## src/design/rxsao_pkg.sv

```systemverilog
// constants and types of the receive sync and alarm output stage
package rxsao_pkg;
	localparam int           CLK_PERIOD_NS  = 10;
	localparam logic [7:0]   ADDR_CTRL      = 8'h00;
	localparam logic [7:0]   ADDR_STATUS    = 8'h04;
	localparam logic [7:0]   ADDR_INT_STS   = 8'h08;
	localparam logic [7:0]   ADDR_INT_MASK  = 8'h0c;
	localparam int           CTRL_MODE_LSB  = 0;
	localparam int           CTRL_BSEL_BIT  = 2;
	localparam int           CTRL_DWIDE_BIT = 3;
	localparam int           CTRL_FLPF_BIT  = 4;
	localparam int           CTRL_WIDTH     = 5;
	localparam logic [4:0]   CTRL_RST       = 5'h00;
	localparam logic [2:0]   EVT_RST        = 3'h0;
	localparam int           EV_FLOSS       = 0;
	localparam int           EV_SLOSS       = 1;
	localparam int           EV_AIS         = 2;
	localparam logic [7:0]   ZEROS_T1       = 8'hc0;
	localparam logic [7:0]   ZEROS_E1       = 8'hff;
	localparam int           SCALED_MCLK_NS = 488;
	localparam int           TX_LOSS_PER    = 15;
	localparam int           TX_LOSS_NS     = TX_LOSS_PER * SCALED_MCLK_NS;
	localparam int           TX_LOSS_CYC    = TX_LOSS_NS / CLK_PERIOD_NS;
	localparam int           LOS_6312_NS    = 65000;
	localparam int           LOS_6312_CYC   =
		(LOS_6312_NS + CLK_PERIOD_NS - 1) / CLK_PERIOD_NS;

	typedef enum logic [1:0] {
		MODE_T1    = 2'b00,
		MODE_E1    = 2'b01,
		MODE_S6312 = 2'b10,
		MODE_RSVD  = 2'b11
	} rxsao_mode_type;

	// signals arriving from the line recovery and framer
	typedef struct packed {
		logic clk;
		logic data;
		logic frame_start;
		logic mframe_start;
		logic sig_frame;
		logic searching;
		logic ais_det;
	} rxsao_line_type;

	// receive-side pins toward the system
	typedef struct packed {
		logic rx_sync_pulse;
		logic rx_nrz_data;
		logic rx_frame_loss;
		logic rx_signal_loss;
		logic rx_alarm_indication;
	} rxsao_pins_type;
endpackage : rxsao_pkg

```

## src/design/rxsao_top.sv

```systemverilog
// receive sync, data and alarm output stage with APB registers
//
// Added by the designer: the APB register port and the register offsets.
`timescale 1ns/1ns
module rxsao_top #(
	parameter int LOS_6312_CYC = rxsao_pkg::LOS_6312_CYC,
	parameter int TX_LOSS_CYC  = rxsao_pkg::TX_LOSS_CYC
) (
	input  wire logic                     pclk,
	input  wire logic                     presetn,
	input  wire logic [7:0]               paddr,
	input  wire logic                     psel,
	input  wire logic                     penable,
	input  wire logic                     pwrite,
	input  wire logic [31:0]              pwdata,
	output logic      [31:0]              prdata,
	output logic                          pready,
	output logic                          pslverr,
	input  wire rxsao_pkg::rxsao_line_type line_in,
	input  wire logic                     tx_clock_in,
	output logic                          rx_clk_out,
	output rxsao_pkg::rxsao_pins_type     rx_pins,
	output rxsao_pkg::rxsao_pins_type     rx_pins_oe_n,
	output logic                          irq
);

	typedef struct packed {
		logic [7:0]                s1;
		logic [7:0]                s2;
		logic                      clk_prev;
		logic                      tx_prev;
		logic                      dwide_hold;
		logic [7:0]                zero_cnt;
		logic [15:0]               zero_tmr;
		logic [15:0]               tx_tmr;
		logic [4:0]                ctrl;
		logic [2:0]                int_sts;
		logic [2:0]                int_mask;
		logic                      pready;
		logic                      pslverr;
		logic [31:0]               prdata;
		logic                      rclk;
		rxsao_pkg::rxsao_pins_type pins;
		rxsao_pkg::rxsao_pins_type oe_n;
		logic                      irq;
	} rxsao_state_type;

	localparam logic [15:0] LOS_LIM = 16'(LOS_6312_CYC);
	localparam logic [15:0] TXL_LIM = 16'(TX_LOSS_CYC);

	rxsao_state_type          st_reg;
	rxsao_state_type          st_next;
	rxsao_pkg::rxsao_line_type ln;
	rxsao_pkg::rxsao_mode_type mode;
	rxsao_pkg::rxsao_pins_type pn;
	logic                     rise;
	logic                     t1;
	logic                     e1;
	logic                     float_mode;
	logic                     bsel;
	logic                     dwide;
	logic                     flpf;
	logic                     boundary;
	logic                     tx_lost;
	logic                     acc;
	logic                     wr;
	logic [2:0]               events;
	logic [2:0]               w1c;
	logic [7:0]               zeros_lim;
	logic [31:0]              rd;
	logic                     hit;

	// all next-state logic in one place
	always_comb begin
		st_next    = st_reg;
		ln         = rxsao_pkg::rxsao_line_type'(st_reg.s2[6:0]);
		mode       = rxsao_pkg::rxsao_mode_type'(
			st_reg.ctrl[rxsao_pkg::CTRL_MODE_LSB +: 2]);
		bsel       = st_reg.ctrl[rxsao_pkg::CTRL_BSEL_BIT];
		dwide      = st_reg.ctrl[rxsao_pkg::CTRL_DWIDE_BIT];
		flpf       = st_reg.ctrl[rxsao_pkg::CTRL_FLPF_BIT];
		t1         = (mode == rxsao_pkg::MODE_T1);
		e1         = (mode == rxsao_pkg::MODE_E1);
		// reserved code floats the pins like 6312k, safest choice
		float_mode = ~(t1 | e1);
		pn         = st_reg.pins;
		rise       = ln.clk & ~st_reg.clk_prev;
		boundary   = 1'b0;
		tx_lost    = 1'b0;
		acc        = psel & penable;
		wr         = 1'b0;
		events     = 3'h0;
		w1c        = 3'h0;
		zeros_lim  = rxsao_pkg::ZEROS_E1;
		rd         = 32'h0;
		hit        = 1'b1;

		// pins pass two flops; s1 is read only by s2
		st_next.s1       = {tx_clock_in, line_in};
		st_next.s2       = st_reg.s1;
		st_next.clk_prev = ln.clk;
		st_next.tx_prev  = st_reg.s2[7];

		// recovered clock goes out as a retimed copy
		st_next.rclk = ln.clk;

		// tx clock supervision: count pclk since last transition
		if (st_reg.s2[7] != st_reg.tx_prev) begin
			st_next.tx_tmr = 16'h0;
		end else if (st_reg.tx_tmr != TXL_LIM) begin
			st_next.tx_tmr = st_reg.tx_tmr + 16'h1;
		end
		tx_lost = (st_reg.tx_tmr == TXL_LIM);

		// 6312k zero timer runs on pclk while the line is low
		if (rise && ln.data) begin
			st_next.zero_tmr = 16'h0;
		end else if (!st_reg.pins.rx_nrz_data &&
			st_reg.zero_tmr != LOS_LIM) begin
			st_next.zero_tmr = st_reg.zero_tmr + 16'h1;
		end

		// outside the float-mode clear below, the pins move only at a recovered edge
		if (rise) begin
			pn.rx_nrz_data = ln.data;

			// frame or multiframe boundary as chosen
			boundary = bsel ? ln.mframe_start
			                : ln.frame_start;
			if (st_reg.dwide_hold) begin
				pn.rx_sync_pulse   = 1'b1;
				st_next.dwide_hold = 1'b0;
			end else begin
				pn.rx_sync_pulse   = boundary;
				st_next.dwide_hold = boundary & t1 & ~bsel &
					dwide & ln.sig_frame;
			end

			// consecutive zero count, saturating
			if (ln.data) begin
				st_next.zero_cnt = 8'h0;
			end else if (st_reg.zero_cnt != 8'hff) begin
				st_next.zero_cnt = st_reg.zero_cnt + 8'h1;
			end
			zeros_lim = t1 ? rxsao_pkg::ZEROS_T1
			               : rxsao_pkg::ZEROS_E1;
			if (float_mode) begin
				pn.rx_signal_loss =
					(st_next.zero_tmr == LOS_LIM);
			end else begin
				pn.rx_signal_loss =
					(st_next.zero_cnt >= zeros_lim);
			end

			// frame-loss pin carries search or tx clock loss
			pn.rx_frame_loss = flpf ? tx_lost
			                        : ln.searching;

			// blue alarm in T1 and AIS in E1 share one detector
			pn.rx_alarm_indication = ln.ais_det;
		end

		// forced low at once, not at the next edge, so a pin never
		// floats while its flop still holds a stale alarm
		if (float_mode) begin
			pn.rx_sync_pulse       = 1'b0;
			pn.rx_frame_loss       = 1'b0;
			pn.rx_alarm_indication = 1'b0;
		end
		st_next.pins = pn;

		// floated sync, frame-loss and alarm pins keep their flop low; nrz data floats unforced
		st_next.oe_n.rx_sync_pulse       = float_mode;
		st_next.oe_n.rx_nrz_data         = float_mode;
		st_next.oe_n.rx_frame_loss       = float_mode;
		st_next.oe_n.rx_alarm_indication = float_mode;
		st_next.oe_n.rx_signal_loss      = 1'b0;

		// any change of an alarm pin is an event
		events[rxsao_pkg::EV_FLOSS] =
			pn.rx_frame_loss ^ st_reg.pins.rx_frame_loss;
		events[rxsao_pkg::EV_SLOSS] =
			pn.rx_signal_loss ^ st_reg.pins.rx_signal_loss;
		events[rxsao_pkg::EV_AIS] =
			pn.rx_alarm_indication ^ st_reg.pins.rx_alarm_indication;

		// APB: one wait state, write lands on the pready edge
		st_next.pready  = acc & ~st_reg.pready;
		st_next.pslverr = 1'b0;
		wr              = acc & st_reg.pready & pwrite;
		unique case (paddr)
			rxsao_pkg::ADDR_CTRL: begin
				rd = {27'h0, st_reg.ctrl};
				if (wr) begin
					st_next.ctrl = pwdata[rxsao_pkg::CTRL_WIDTH-1:0];
				end
			end
			rxsao_pkg::ADDR_STATUS: begin
				rd = {29'h0, st_reg.pins.rx_alarm_indication,
					st_reg.pins.rx_signal_loss,
					st_reg.pins.rx_frame_loss};
			end
			rxsao_pkg::ADDR_INT_STS: begin
				rd = {29'h0, st_reg.int_sts};
				if (wr) begin
					w1c = pwdata[2:0];
				end
			end
			rxsao_pkg::ADDR_INT_MASK: begin
				rd = {29'h0, st_reg.int_mask};
				if (wr) begin
					st_next.int_mask = pwdata[2:0];
				end
			end
			default: begin
				hit = 1'b0;
			end
		endcase
		if (acc && !st_reg.pready) begin
			st_next.prdata  = hit ? rd : 32'h0;
			st_next.pslverr = ~hit;
		end

		// a new event beats a clear in the same cycle
		st_next.int_sts = (st_reg.int_sts & ~w1c) | events;
		st_next.irq     = |(st_next.int_sts & st_next.int_mask);
	end

	// single state register, async reset to constants
	always_ff @(posedge pclk or negedge presetn) begin
		if (!presetn) begin
			st_reg          <= '0;
			st_reg.ctrl     <= rxsao_pkg::CTRL_RST;
			st_reg.int_sts  <= rxsao_pkg::EVT_RST;
			st_reg.int_mask <= rxsao_pkg::EVT_RST;
			st_reg.oe_n     <= '1;
			st_reg.oe_n.rx_signal_loss <= 1'b0;
		end else begin
			st_reg <= st_next;
		end
	end

	// outputs straight from the state flops
	assign prdata       = st_reg.prdata;
	assign pready       = st_reg.pready;
	assign pslverr      = st_reg.pslverr;
	assign rx_clk_out   = st_reg.rclk;
	assign rx_pins      = st_reg.pins;
	assign rx_pins_oe_n = st_reg.oe_n;
	assign irq          = st_reg.irq;

endmodule : rxsao_top

```

## config.mk

```make
export PLATFORM = sky130hd
export DESIGN_NAME = rxsao_top
export DESIGN_NICKNAME = d
export VERILOG_FILES = /design/src/design/rxsao_pkg.sv /design/src/design/rxsao_top.sv
export SDC_FILE = /design/constraint.sdc
export NUM_CORES = 1
export LEC_CHECK = 0
export ABC_AREA = 1
export BUFFER_PORTS_ARGS = -buffer_cell sky130_fd_sc_hd__buf_2
export CAP_MARGIN = 15
export CORE_UTILIZATION = 40
export CTS_BUF_LIST = sky130_fd_sc_hd__clkbuf_4 sky130_fd_sc_hd__clkbuf_8
export DETAILED_ROUTE_END_ITERATION = 8
export SYNTH_ARGS = -nofsm -noshare
export SYNTH_HDL_FRONTEND = slang
export SYNTH_SLANG_ARGS = --single-unit
```

## constraint.sdc

```tcl
create_clock -name pclk -period 3.5 [get_ports pclk]
set_input_delay 0.35 -clock pclk [delete_from_list [all_inputs] [get_ports pclk]]
set_output_delay 0.35 -clock pclk [all_outputs]
set_load 0.01 [all_outputs]
```

==> results of run 1 <==
==> per-layer routing <==
metal	up-vias	GRT usage	routed length, um
met5	-	0	0
met4	0	0.05956	114
met3	8	0.04830	434
met2	83	0.2571	4280
met1	1750	0.2141	4606
li1	1904	-	-
==> worst max-delay path, stage by stage, from the launching register on <==
cell and delay, ns:
dfrtp_1 0.42, ha_1 0.19, nand2_1 0.11, nor3_1 0.24
nand2_1 0.17, inv_1 0.15, o21ai_0 0.09, a21oi_1 0.19
ha_1 0.28, a21oi_1 0.14, o21ai_0 0.10, nand3_1 0.09
nand3_1 0.07, a21oi_1 0.23, nand3_1 0.11, nand2_1 0.07
clkinv_1 0.07, nand2_2 0.06, nand2_1 0.06, nand2_1 0.06
==> placed cells by master (no fill, tap or decap), types with 4 or more instances in the layout <==
master	instances
o21ai_0	43
nand3_1	40
buf_2	42
nor3_1	12
clkbuf_8	10
nand2_1	118
o22ai_1	5
ha_1	11
conb_1	28
dfrtp_1	83
nor2_1	48
a21oi_1	22
inv_1	85
a31oi_1	5
nor4_1	6
nand4_1	13
xor2_1	7
xnor2_1	4
==> power groups by stage <==
stage               sequential, mW  combinational [mW]  clock (mW)
floorplan                     1.12               0.341           0
global placement              1.14               0.400           0
detailed placement            1.14               0.408           0
CTS                           1.12               0.411       0.672
global route                  1.13               0.472       0.710
finish                        1.12               0.412       0.637
==> layout make-up <==
cell class	instances	share of cell area
clock buffer	12	0.03003
multi-input combinational	396	0.3993
clock inverter	4	0.004924
timing repair buffer	46	0.05170
sequential	84	0.4138
inverter	88	0.06499
tap	143	0.03520
==> through the flow <==
step / total power [mW] / worst slack, ns / std cells
after floorplan: 1.460 / 0.9776 / 615
after global placement: 1.536 / 0.6680 / 755
after detailed placement: 1.548 / 0.6278 / 755
after CTS: 2.203 / 0.6059 / 771
after global routing: 2.313 / 0.2494 / 773
final: 2.170 / 0.5636 / 773
==> logic make-up (layout without fill, tap and decap cells) <==
| logic type | after synthesis | in the layout | share of synthesized area |
|---|---|---|---|
| muxes | 3 | 3 | 0.007169 |
| xor gates and xnor gates | 11 | 11 | 0.02045 |
| AOI/OAI and AO/OA | 85 | 85 | 0.09798 |
| adders and majority gates | 11 | 11 | 0.02921 |
| other | 1 | 28 | 0.0007958 |
| DFF | 84 | 84 | 0.4464 |
| buffers and inverters | 135 | 150 | 0.1444 |
| and+or+nand+nor | 258 | 258 | 0.2536 |
==> worst max path at each step <==
stage	from	to	slack, ns	cells after the start
after floorplan	st_reg[89]	irq	0.98	19
after global placement	st_reg[89]	irq	0.67	19
after detailed placement	st_reg[89]	irq	0.63	19
after CTS	st_reg[89]	irq	0.61	19
after global routing	st_reg[89]	irq	0.25	19
final	st_reg[89]	irq	0.56	19
==> results by group, run 1 <==
Floorplan
  – Row Count: 39
  – Core box area: 11470 um2
  – Die height: 110.5 um
  – Initial Utilization: 0.4109
  – Die W: 110.5 um
  – Die area: 12220 um2
  – IO Count: 99

Hold path
  – Worst hold path startpoint: tx_clock_in
  – Hold Path End: st_next[107]
  – HP Class: in -> reg
  – Hold Path Stages: 1

STA
  – Period minus WS final: 2.936 ns
  – Clock Skew: 0.01277 ns
  – Hold slack: 0.08120 ns
  – Fin crit share: 0.8390
  – Fin. max-slew vios: 0
  – Setup-failing EPs final: 0
  – Worst-margin pin slew: 0.9432 ns
  – Final Hold Vio Count: 0
  – Max frequency: 0.3406 GHz
  – Total negative slack: 0 ns
  – Slew headroom: 0.3667
  – RSZ-0062 raised after global routing: no

Clock network
  – Clk slew on worst S/H paths: 0.09 ns
  – Clk Latency, worst-skew pair: 0.37 ns
  – CTS Buf Count: 9
  – CTS Hold Bufs: 0
  – Clk buf depth: 2
  – Post CTS Setup Buffer Count: 0
  – H-tree depth: 3
  – Clock sinks: 84
  – CTS tree: yes
  – Clk root buf: clkbuf_8
  – Resize count post-CTS: 0

Route
  – Final wirelength: 9434 um
  – Drt first pass iters: 4
  – Drt drc: 0
  – Drt via density: 4.845
  – Mean routed wirelength per cell: 12.20 um
  – Via count: 3745
  – Final ANT Viol Nets: 0
  – Number of DRC markers in iteration 0: 146

Global route
  – GR Overflow Total: 0
  – First-pass GRT wire length: 16010 um
  – Initial antenna violation count: 0
  – Largest net degree at the start of global routing: 85
  – Global Route Usage Sum: 0.1638
  – Vias in the first global route: 3476

Power
  – Power Density: 427.0 nW/um2
  – Switch share: 0.3171
  – Internal power: 1.482 mW
  – Power share of the clock group: 0.293
  – Leakage: 2.498 nW
  – Worst vdd ir: 0.3413 mV
  – Gate power share: 0.190
  – Sequential share of power: 0.517
  – P_sw: 0.6882 mW

Outcome
  – Outcome: finished clean

Critical path
  – Setup crit start kind: flop
  – Required time of the critical path: 3.82 ns
  – Setup crit end kind: flop
  – Reg2reg start: st_reg[89]
  – Reg2reg end: irq
  – Setup slack, reg-to-reg: 0.56 ns
  – Critical Path AT: 3.26 ns
  – Reg2Reg Depth: 19
  – Crit path max fanout: 5
  – Crit path kind: reg -> reg

Yosys
  – Unique masters post-synth: 40
  – Count leader, synth: nand2_1
  – Synth Warn #: 0
  – Seq/Total Area, Yosys: 0.4464
  – #FFs+latches synth: 84
  – Commonest cells post-synth: 118 x nand2_1, 85 x inv_1, 83 x dfrtp_1
  – Post-Synthesis Cells: 588
  – Largest cells by area after synthesis: dfrtp_1 44%, nand2_1 9.4%, inv_1 6.8%
  – Most used DFF post-synth: dfrtp_1
  – Syn Std Cell Area: 4712 um2
  – Post-synth top area share: 0.4408
  – Synthesized area per cell: 8.014 um2
  – Most area-hungry cell type in the Yosys netlist: dfrtp_1
  – EDFF count, synth: 0
  – Async SR Flop Fraction: 1.000

Cells and area
  – Sequential cell area: 2103 um2
  – Max reg flops: 48
  – Diode count: 0
  – Layout cell share with drive strength beyond 1: 0.1365
  – Area Growth Syn to Fin: 7.860%
  – Multi-input gate area: 2029 um2
  – Design Area, Final: 5082 um2
  – Nets: 689
  – Fillers: 1144
  – Layout Utilization: 0.4432

Run
  – Max-capacitance violation count: 0

Place
  – Post-detail-place hpwl: 6937 um
  – Routability congestion estimate: 0.8447
  – DP Area: 4867 um2
  – Port bufs: 43
Note: power is estimated with default switching activity, not from simulation.
==> run 2, diff against run 1 <==
--- a/config.mk
+++ b/config.mk
@@ -5,7 +5,7 @@
 export SDC_FILE = /design/constraint.sdc
 export NUM_CORES = 1
 export LEC_CHECK = 0
-export ABC_AREA = 1
+export ABC_AREA = 0
 export BUFFER_PORTS_ARGS = -buffer_cell sky130_fd_sc_hd__buf_2
 export CAP_MARGIN = 15
 export CORE_UTILIZATION = 40
==> constraint.sdc (replaced) <==
create_clock -name pclk -period 2.5 [get_ports pclk]
set_input_delay 0.25 -clock pclk [delete_from_list [all_inputs] [get_ports pclk]]
set_output_delay 0.25 -clock pclk [all_outputs]
set_load 0.01 [all_outputs]
==> run 2 against run 1 <==
Clock skew decreased by 0.0059 ns. Worst hold slack better by 0.036 ns. The run now ends with setup timing left. Critical path depth decreased by 4. Critical path type unchanged. Largest cell class is now multi-input combinational cells.
==> results by group, run 2 <==
Route
  – Final wirelength: 9892 um (+4.9%)
  – Via count: 3559 (-5.0%)
  – Drt drc: 0 (unchanged)
  – Drt via density: 5.084 (+4.9%)
  – Final ANT Viol Nets: 0 (unchanged)
  – Drt first pass iters: 4 (unchanged)
  – Number of DRC markers in iteration 0: 163 (+12%)
  – Mean routed wirelength per cell: 14.13 um (+16%)

Cells and area
  – Multi-input gate area: 2238 um2 (+10%)
  – Area Growth Syn to Fin: 20.97%
  – Fillers: 1021 (-11%)
  – Commonest non-fill, non-tap cell in the layout: dfrtp_1
  – Sequential cell area: 2105 um2 (about the same)
  – Most frequent cells in the layout: 82 x dfrtp_1, 65 x buf_4, 45 x nor2_1, 44 x nand2_1, 42 x buf_2
  – Layout cell share with drive strength beyond 1: 0.2929 (+0.1563)
  – Diode count: 0 (unchanged)
  – Nets: 619 (-10%)
  – Design Area, Final: 5544 um2 (+9.1%)
  – Fin cells: 700 (-9.4%)
  – Layout Utilization: 0.5048 (+0.06158)
  – Max reg flops: 48 (unchanged)

Yosys
  – Synthesized area per cell: 9.963 um2 (+24%)
  – Count leader, synth: dfrtp_1
  – Synth Warn #: 0 (unchanged)
  – Seq/Total Area, Yosys: 0.4589 (+0.01255)
  – Post-Synthesis Cells: 460 (-22%)
  – Most used DFF post-synth: dfrtp_1
  – Unique masters post-synth: 63 (+57%)
  – Commonest cells post-synth: 83 x dfrtp_1, 46 x nand2_1, 46 x nor2_1
  – Largest cells by area after synthesis: dfrtp_1 45%, buf_4 7.0%, nand2_1 3.8%
  – Most area-hungry cell type in the Yosys netlist: dfrtp_1
  – Post-synth top area share: 0.4532 (+0.01239)
  – #FFs+latches synth: 84 (unchanged)
  – EDFF count, synth: 0 (unchanged)
  – Async SR Flop Fraction: 1.000 (unchanged)
  – Syn Std Cell Area: 4583 um2 (-2.7%)

STA
  – Slew headroom: 0.6604 (+0.2937)
  – Setup-failing EPs final: 2 (+2)
  – Fin crit share: 1.096 (+0.2569)
  – Fin worst setup slack: -0.2397 ns (-0.8033 ns)
  – Worst-margin pin slew: 0.5048 ns (-0.4384 ns)
  – Total negative slack: -0.4556 ns (-0.4556 ns)
  – Period minus WS final: 2.740 ns (-0.1967 ns)
  – Max frequency: 0.3650 GHz (+7.2%)
  – Clock Skew: 0.006837 ns (-0.005929 ns)
  – Fin. max-slew vios: 0 (unchanged)
  – Final Hold Vio Count: 0 (unchanged)
  – RSZ-0062 raised after global routing: yes

Clock network
  – CTS Buf Count: 9 (unchanged)
  – CTS tree: yes
  – H-tree depth: 3 (unchanged)
  – Clk buf depth: 2 (unchanged)
  – Clock sinks: 84 (unchanged)
  – Clk slew on worst S/H paths: 0.08 ns (about the same)
  – Clk Latency, worst-skew pair: 0.37 ns (about the same)
  – Clk root buf: clkbuf_8

Power
  – Power Density: 542.2 nW/um2 (+27%)
  – Switch share: 0.2847 (-0.03242)
  – Gate power share: 0.193 (+0.003)
  – Sequential share of power: 0.505 (-0.012)
  – Leakage: 2.637 nW (+5.6%)
  – Internal power: 2.150 mW (+45%)
  – Worst vdd ir: 0.3920 mV (+15%)
  – P_sw: 0.8559 mW (+24%)
  – Power share of the clock group: 0.302 (+0.009)

Critical path
  – Setup slack, reg-to-reg: -0.24 ns (-0.80 ns)
  – Crit path max fanout: 5 (unchanged)
  – Critical path depth in cells: 15 (-4)
  – Critical path, cell by cell: ha_4, nand2_4, nor2_4, nand2_4, xor2_1, nand2_1, ha_1, nand2b_4, a211oi_2, nor3_2, o21ai_1, or2_4, buf_4, o31ai_4, or3_1
  – Setup crit start kind: flop
  – Setup crit end kind: flop
  – Crit path max-delay family: simple AND/OR/NAND/NOR gates
  – Critical Path AT: 2.99 ns (-0.27 ns)
  – Crit path kind: reg -> reg
  – CP max-delay cell: dfrtp_1
  – Max incr delay on CP: 0.40 ns (-0.02 ns)
  – Reg2reg end: st_reg[50]
  – Reg2Reg Depth: 15 (-4)
  – CP most frequent cell: nand2_4
  – Required time of the critical path: 2.75 ns (-1.07 ns)
  – Reg2reg start: st_reg[89]
  – Worst Path Buf+Inv: 1 (-1)

Place
  – Placed cells: 669 (-11%)
  – Place WS: -0.2886 ns (-0.9164 ns)
  – Routability congestion estimate: 0.8736 (+3.4%)
  – DP Area: 5176 um2 (+6.3%)
  – Port bufs: 43 (unchanged)
  – Post-detail-place hpwl: 6943 um (about the same)

Outcome
  – Violations in the final reports: setup timing
  – Outcome: complete, but fails checks

Global route
  – Largest net degree at the start of global routing: 85 (unchanged)
  – First-pass GRT wire length: 16260 um (+1.6%)
  – Global Route Usage Sum: 0.1781 (+0.01434)
  – Initial antenna violation count: 0 (unchanged)
  – Vias in the first global route: 3516 (+1.2%)
  – GR Overflow Total: 0 (unchanged)

Floorplan
  – Die W: 109.0 um (-1.4%)
  – Initial Utilization: 0.4173 (+0.006382)
  – Row Count: 38 (-2.6%)
  – Die area: 11890 um2 (-2.7%)
  – IO Count: 99 (unchanged)
  – Die height: 109.0 um (-1.4%)
  – Core box area: 10980 um2 (-4.2%)

Hold path
  – Hold Path End: flpf
  – HP Class: in -> reg
  – Worst hold path startpoint: pwdata[4]
  – Hold Path Stages: 2 (+1)

Run
  – Max-capacitance violation count: 0 (unchanged)
-- run 2: how the worst max path moves through the flow --
stage	from	to	slack [ns]
2_1_floorplan	st_reg[89]	st_reg[50]	-0.18
3_3_place_gp	st_reg[90]	st_reg[50]	-0.23
3_5_place_dp	st_reg[90]	st_reg[50]	-0.29
4_1_cts	st_reg[94]	st_reg[50]	-0.26
5_1_grt	st_reg[89]	st_reg[50]	-0.40
6_report	st_reg[89]	st_reg[50]	-0.24
-- run 2: cells by family (layout without fill, tap and decap cells) --
logic type,after synthesis,count (layout),share of synthesized area
other,1,28,0.0008182
flip-flops,84,84,0.4589
multiplexers,16,16,0.04641
buffers and inverters,70,143,0.09337
AO/OA/AOI/OAI,56,56,0.08490
XOR/XNOR,29,29,0.05542
adder cells (fa/ha/maj),11,11,0.03003
AND/OR/NAND/NOR,193,193,0.2301
-- run 2: repair_timing --
item	CTS	global route
endpoints found under the setup margin	2	3
pin swaps	12	6
hold buffers	9	0
endpoints found under the hold margin	91	0
resized for setup	7	2
setup buffers	4	2
-- run 2: layer usage --
| layer | global-route usage | routed length (um) | up-vias |
|---|---|---|---|
| li1 | - | - | 1740 |
| met1 | 0.2144 | 4401 | 1747 |
| met2 | 0.3041 | 5001 | 61 |
| met3 | 0.04722 | 363 | 11 |
| met4 | 0.06467 | 125 | 0 |
| met5 | 0 | 0 | - |
-- run 2: worst register-to-register path: cells and delay by family (launching register included) --
kind            cells  cell delay, ns
compound gates      3            0.46
simple gates        8            1.04
buf+inv             1            0.12
xor+xnor            1            0.13
flops               1            0.40
fa+ha+maj           2            0.45
-- run 2: power by group through the flow --
stage | clock (mW) | combinational, mW | sequential, mW
global placement | 0 | 0.544 | 1.54
CTS | 0.945 | 0.583 | 1.52
finish | 0.907 | 0.581 | 1.52
floorplan | 0 | 0.354 | 1.53
global route | 0.993 | 0.649 | 1.53
detailed placement | 0 | 0.560 | 1.54
-- run 2: final cells by class --
| type | instances | share of cell area |
|---|---|---|
| clock buffer | 14 | 0.03024 |
| sequential | 84 | 0.3796 |
| multi-input combinational | 333 | 0.4037 |
| inverter | 10 | 0.006770 |
| tap | 140 | 0.03160 |
| clock inverter | 2 | 0.002257 |
| timing repair buffer | 117 | 0.1458 |
-- run 2: through the flow --
stage	hold slack (ns)	total power, mW
after floorplan	-0.04559	1.887
after global placement	0.3238	2.081
after detailed placement	0.3278	2.102
after CTS	0.09821	3.045
after global routing	0.1072	3.172
final	0.1169	3.006
==> run 3, diff against run 2 <==
--- a/config.mk
+++ b/config.mk
@@ -11,6 +11,7 @@
 export CORE_UTILIZATION = 40
 export CTS_BUF_LIST = sky130_fd_sc_hd__clkbuf_4 sky130_fd_sc_hd__clkbuf_8
 export DETAILED_ROUTE_END_ITERATION = 8
+export PLACE_DENSITY = 0.73
 export SYNTH_ARGS = -nofsm -noshare
 export SYNTH_HDL_FRONTEND = slang
 export SYNTH_SLANG_ARGS = --single-unit
==> run 3 against run 2 <==
Critical path type unchanged. Die area unchanged. The run still ends with setup timing left. Sequential cell count stayed put. Final area is 0.90% higher. Largest cell class unchanged. Largest power group unchanged. Worst setup slack got worse by 0.081 ns.
==> results by group, run 3 (synthesis gave the netlist of run 2 again) <==
Outcome
  – Outcome: complete, but fails checks
  – Violations in the final reports: setup timing

Critical path
  – Critical path, cell by cell: buf_4, and3_1, nand4_1, xor2_1, nor2_1, ha_1, o21bai_1, nor4_1, o21ai_1, or2_4, and4_1, or3_1
  – CP max-delay cell: dfrtp_1
  – Critical Path AT: 3.08 ns (+0.09 ns)
  – Max incr delay on CP: 0.40 ns (about the same)
  – Crit path max fanout: 3 (-2)
  – Setup crit end kind: flop
  – Required time of the critical path: 2.76 ns (about the same)
  – Crit path max-delay family: simple AND/OR/NAND/NOR gates
  – Setup crit start kind: flop
  – Worst Path Buf+Inv: 1 (unchanged)
  – Crit path kind: reg -> reg

Place
  – Post-detail-place hpwl: 7123 um (+2.6%)
  – Place WS: -0.4375 ns (-0.1488 ns)
  – Port bufs: 43 (unchanged)
  – Routability congestion estimate: 0.9005 (+3.1%)
  – DP Area: 5199 um2 (+0.44%)
  – Placed cells: 672 (+0.45%)

Power
  – Switch share: 0.2903 (+0.005568)
  – Worst vdd ir: 0.4576 mV (+17%)
  – Power share of the clock group: 0.318 (+0.016)
  – Gate power share: 0.189 (-0.004)
  – Sequential share of power: 0.494 (-0.011)
  – Leakage: 2.662 nW (+0.94%)
  – P_sw: 0.8943 mW (+4.5%)
  – Power Density: 550.7 nW/um2 (+1.6%)
  – Internal power: 2.186 mW (+1.7%)

Run
  – Max-capacitance violation count: 0 (unchanged)

Global route
  – Largest net degree at the start of global routing: 44 (-48%)
  – Vias in the first global route: 3461 (-1.6%)
  – Global Route Usage Sum: 0.1721 (-0.006059)
  – Initial antenna violation count: 0 (unchanged)
  – GR Overflow Total: 0 (unchanged)
  – First-pass GRT wire length: 15950 um (-1.9%)

Floorplan
  – Die area: 11890 um2 (unchanged)
  – IO Count: 99 (unchanged)
  – Die height: 109.0 um (unchanged)
  – Core box area: 10980 um2 (unchanged)
  – Initial Utilization: 0.4173 (unchanged)
  – Row Count: 38 (unchanged)
  – Die W: 109.0 um (unchanged)

STA
  – Fin crit share: 1.128 (+0.03233)
  – Slew headroom: 0.6310 (-0.02941)
  – RSZ-0062 raised after global routing: yes
  – Clock Skew: 0.01287 ns (+0.006038 ns)
  – Worst-margin pin slew: 0.5535 ns (+0.04877 ns)
  – Total negative slack: -0.6309 ns (-0.1753 ns)
  – Fin. max-slew vios: 0 (unchanged)
  – Fin worst setup slack: -0.3205 ns (-0.08081 ns)
  – Final Hold Vio Count: 0 (unchanged)
  – Period minus WS final: 2.820 ns (+0.08081 ns)
  – Max frequency: 0.3546 GHz (-2.9%)
  – Setup-failing EPs final: 3 (+1)

Clock network
  – H-tree depth: 3 (unchanged)
  – Clock sinks: 84 (unchanged)
  – CTS tree: yes
  – Clk Latency, worst-skew pair: 0.37 ns (about the same)
  – Clk root buf: clkbuf_8
  – Clk slew on worst S/H paths: 0.09 ns (about the same)
  – Clk buf depth: 2 (unchanged)
  – CTS Buf Count: 9 (unchanged)

Cells and area
  – Nets: 623 (+0.65%)
  – Layout Utilization: 0.5093 (+0.004557)
  – Design Area, Final: 5594 um2 (+0.90%)
  – Area Growth Syn to Fin: 22.06%
  – Commonest non-fill, non-tap cell in the layout: dfrtp_1
  – Diode count: 0 (unchanged)
  – Fin cells: 704 (+0.57%)
  – Max reg flops: 48 (unchanged)
  – Most frequent cells in the layout: 82 x dfrtp_1, 68 x buf_4, 45 x nor2_1, 44 x nand2_1, 42 x buf_2
  – Layout cell share with drive strength beyond 1: 0.2979 (+0.005015)

Route
  – WL met3: 412 um (+13%)
  – Mean routed wirelength per cell: 13.88 um (-1.8%)
  – Metal-1 WL: 4161 um (-5.5%)
  – Highest routed layer: met4
  – Drt first pass iters: 5 (+1)
  – Drt via density: 5.122 (+0.74%)
  – DR WL met2: 5031 um (+0.60%)
  – Drt drc: 0 (unchanged)
  – Final wirelength: 9770 um (-1.2%)
  – Via count: 3606 (+1.3%)
  – Number of DRC markers in iteration 0: 182 (+12%)
  – Final ANT Viol Nets: 0 (unchanged)

Hold path
  – HP Class: in -> reg
## run 3: cell count changes in the layout (fill, tap and decap cells not counted), sizes merged
cell / before / now
clkinvlp: 1 / 2
bufinv: 0 / 1
clkbuf: 14 / 9
inv: 10 / 11
clkinv: 1 / 3
buf: 108 / 112
## run 3: through the flow
step	hold WS (ns)	total power, mW
4_1_cts	0.1124	3.087
3_3_place_gp	0.2720	2.074
5_1_grt	0.1062	3.241
2_1_floorplan	-0.04559	1.887
6_report	0.1248	3.081
3_5_place_dp	0.2804	2.096
## run 3: layer usage
metal  track usage  vias up
li1              -     1743
met1        0.2039     1766
met2        0.3064       82
met3       0.04124       15
met4       0.05116        0
met5             0        -
## run 3: power by group through the flow
| stage | clock, mW | combinational (mW) | sequential, mW |
|---|---|---|---|
| 2_1_floorplan | 0 | 0.354 | 1.53 |
| 3_3_place_gp | 0 | 0.538 | 1.54 |
| 3_5_place_dp | 0 | 0.554 | 1.54 |
| 4_1_cts | 1.00 | 0.568 | 1.52 |
| 5_1_grt | 1.06 | 0.646 | 1.54 |
| 6_report | 0.979 | 0.581 | 1.52 |
## run 3: worst reg2reg max path, stage by stage, from the launching register on
cell	delay, ns
dfrtp_1	0.40
buf_4	0.14
and3_1	0.22
nand4_1	0.17
xor2_1	0.23
nor2_1	0.07
ha_1	0.27
o21bai_1	0.07
nor4_1	0.25
o21ai_1	0.12
or2_4	0.26
and4_1	0.19
or3_1	0.34
## run 3: what timing repair did
item	4_1_cts	5_1_grt
hold buffers	9	0
resized for setup	3	7
buffers inserted	4	4
hold endpoints to repair	49	0
setup endpoints to repair	3	3
pin swaps	12	10
## run 3: final timing paths
check | from | to | slack [ns] | depth (start not counted)
min in group asynchronous | presetn | st_reg[67] | 0.40 | 2
hold / removal | pwdata[3] | dwide | 0.12 | 2
setup reg to reg | st_reg[90] | st_reg[50] | -0.32 | 12
hold reg to reg | st_next[102] | ln[2] | 0.35 | 0
setup / recovery | st_reg[90] | st_reg[50] | -0.32 | 12
max in group asynchronous | presetn | rx_pins_oe_n[0] | 1.43 | 3
## run 3: area by class of cell
class	instances	area, um2
Clock inverter	7	76.32
Sequential cell	84	2105
Inverter	10	37.54
Fill cell	1001	5389
Clock buffer	9	123.9
Timing Repair Buffer	121	842.1
Multi-Input combinational cell	333	2235
Tap cell	140	175.2
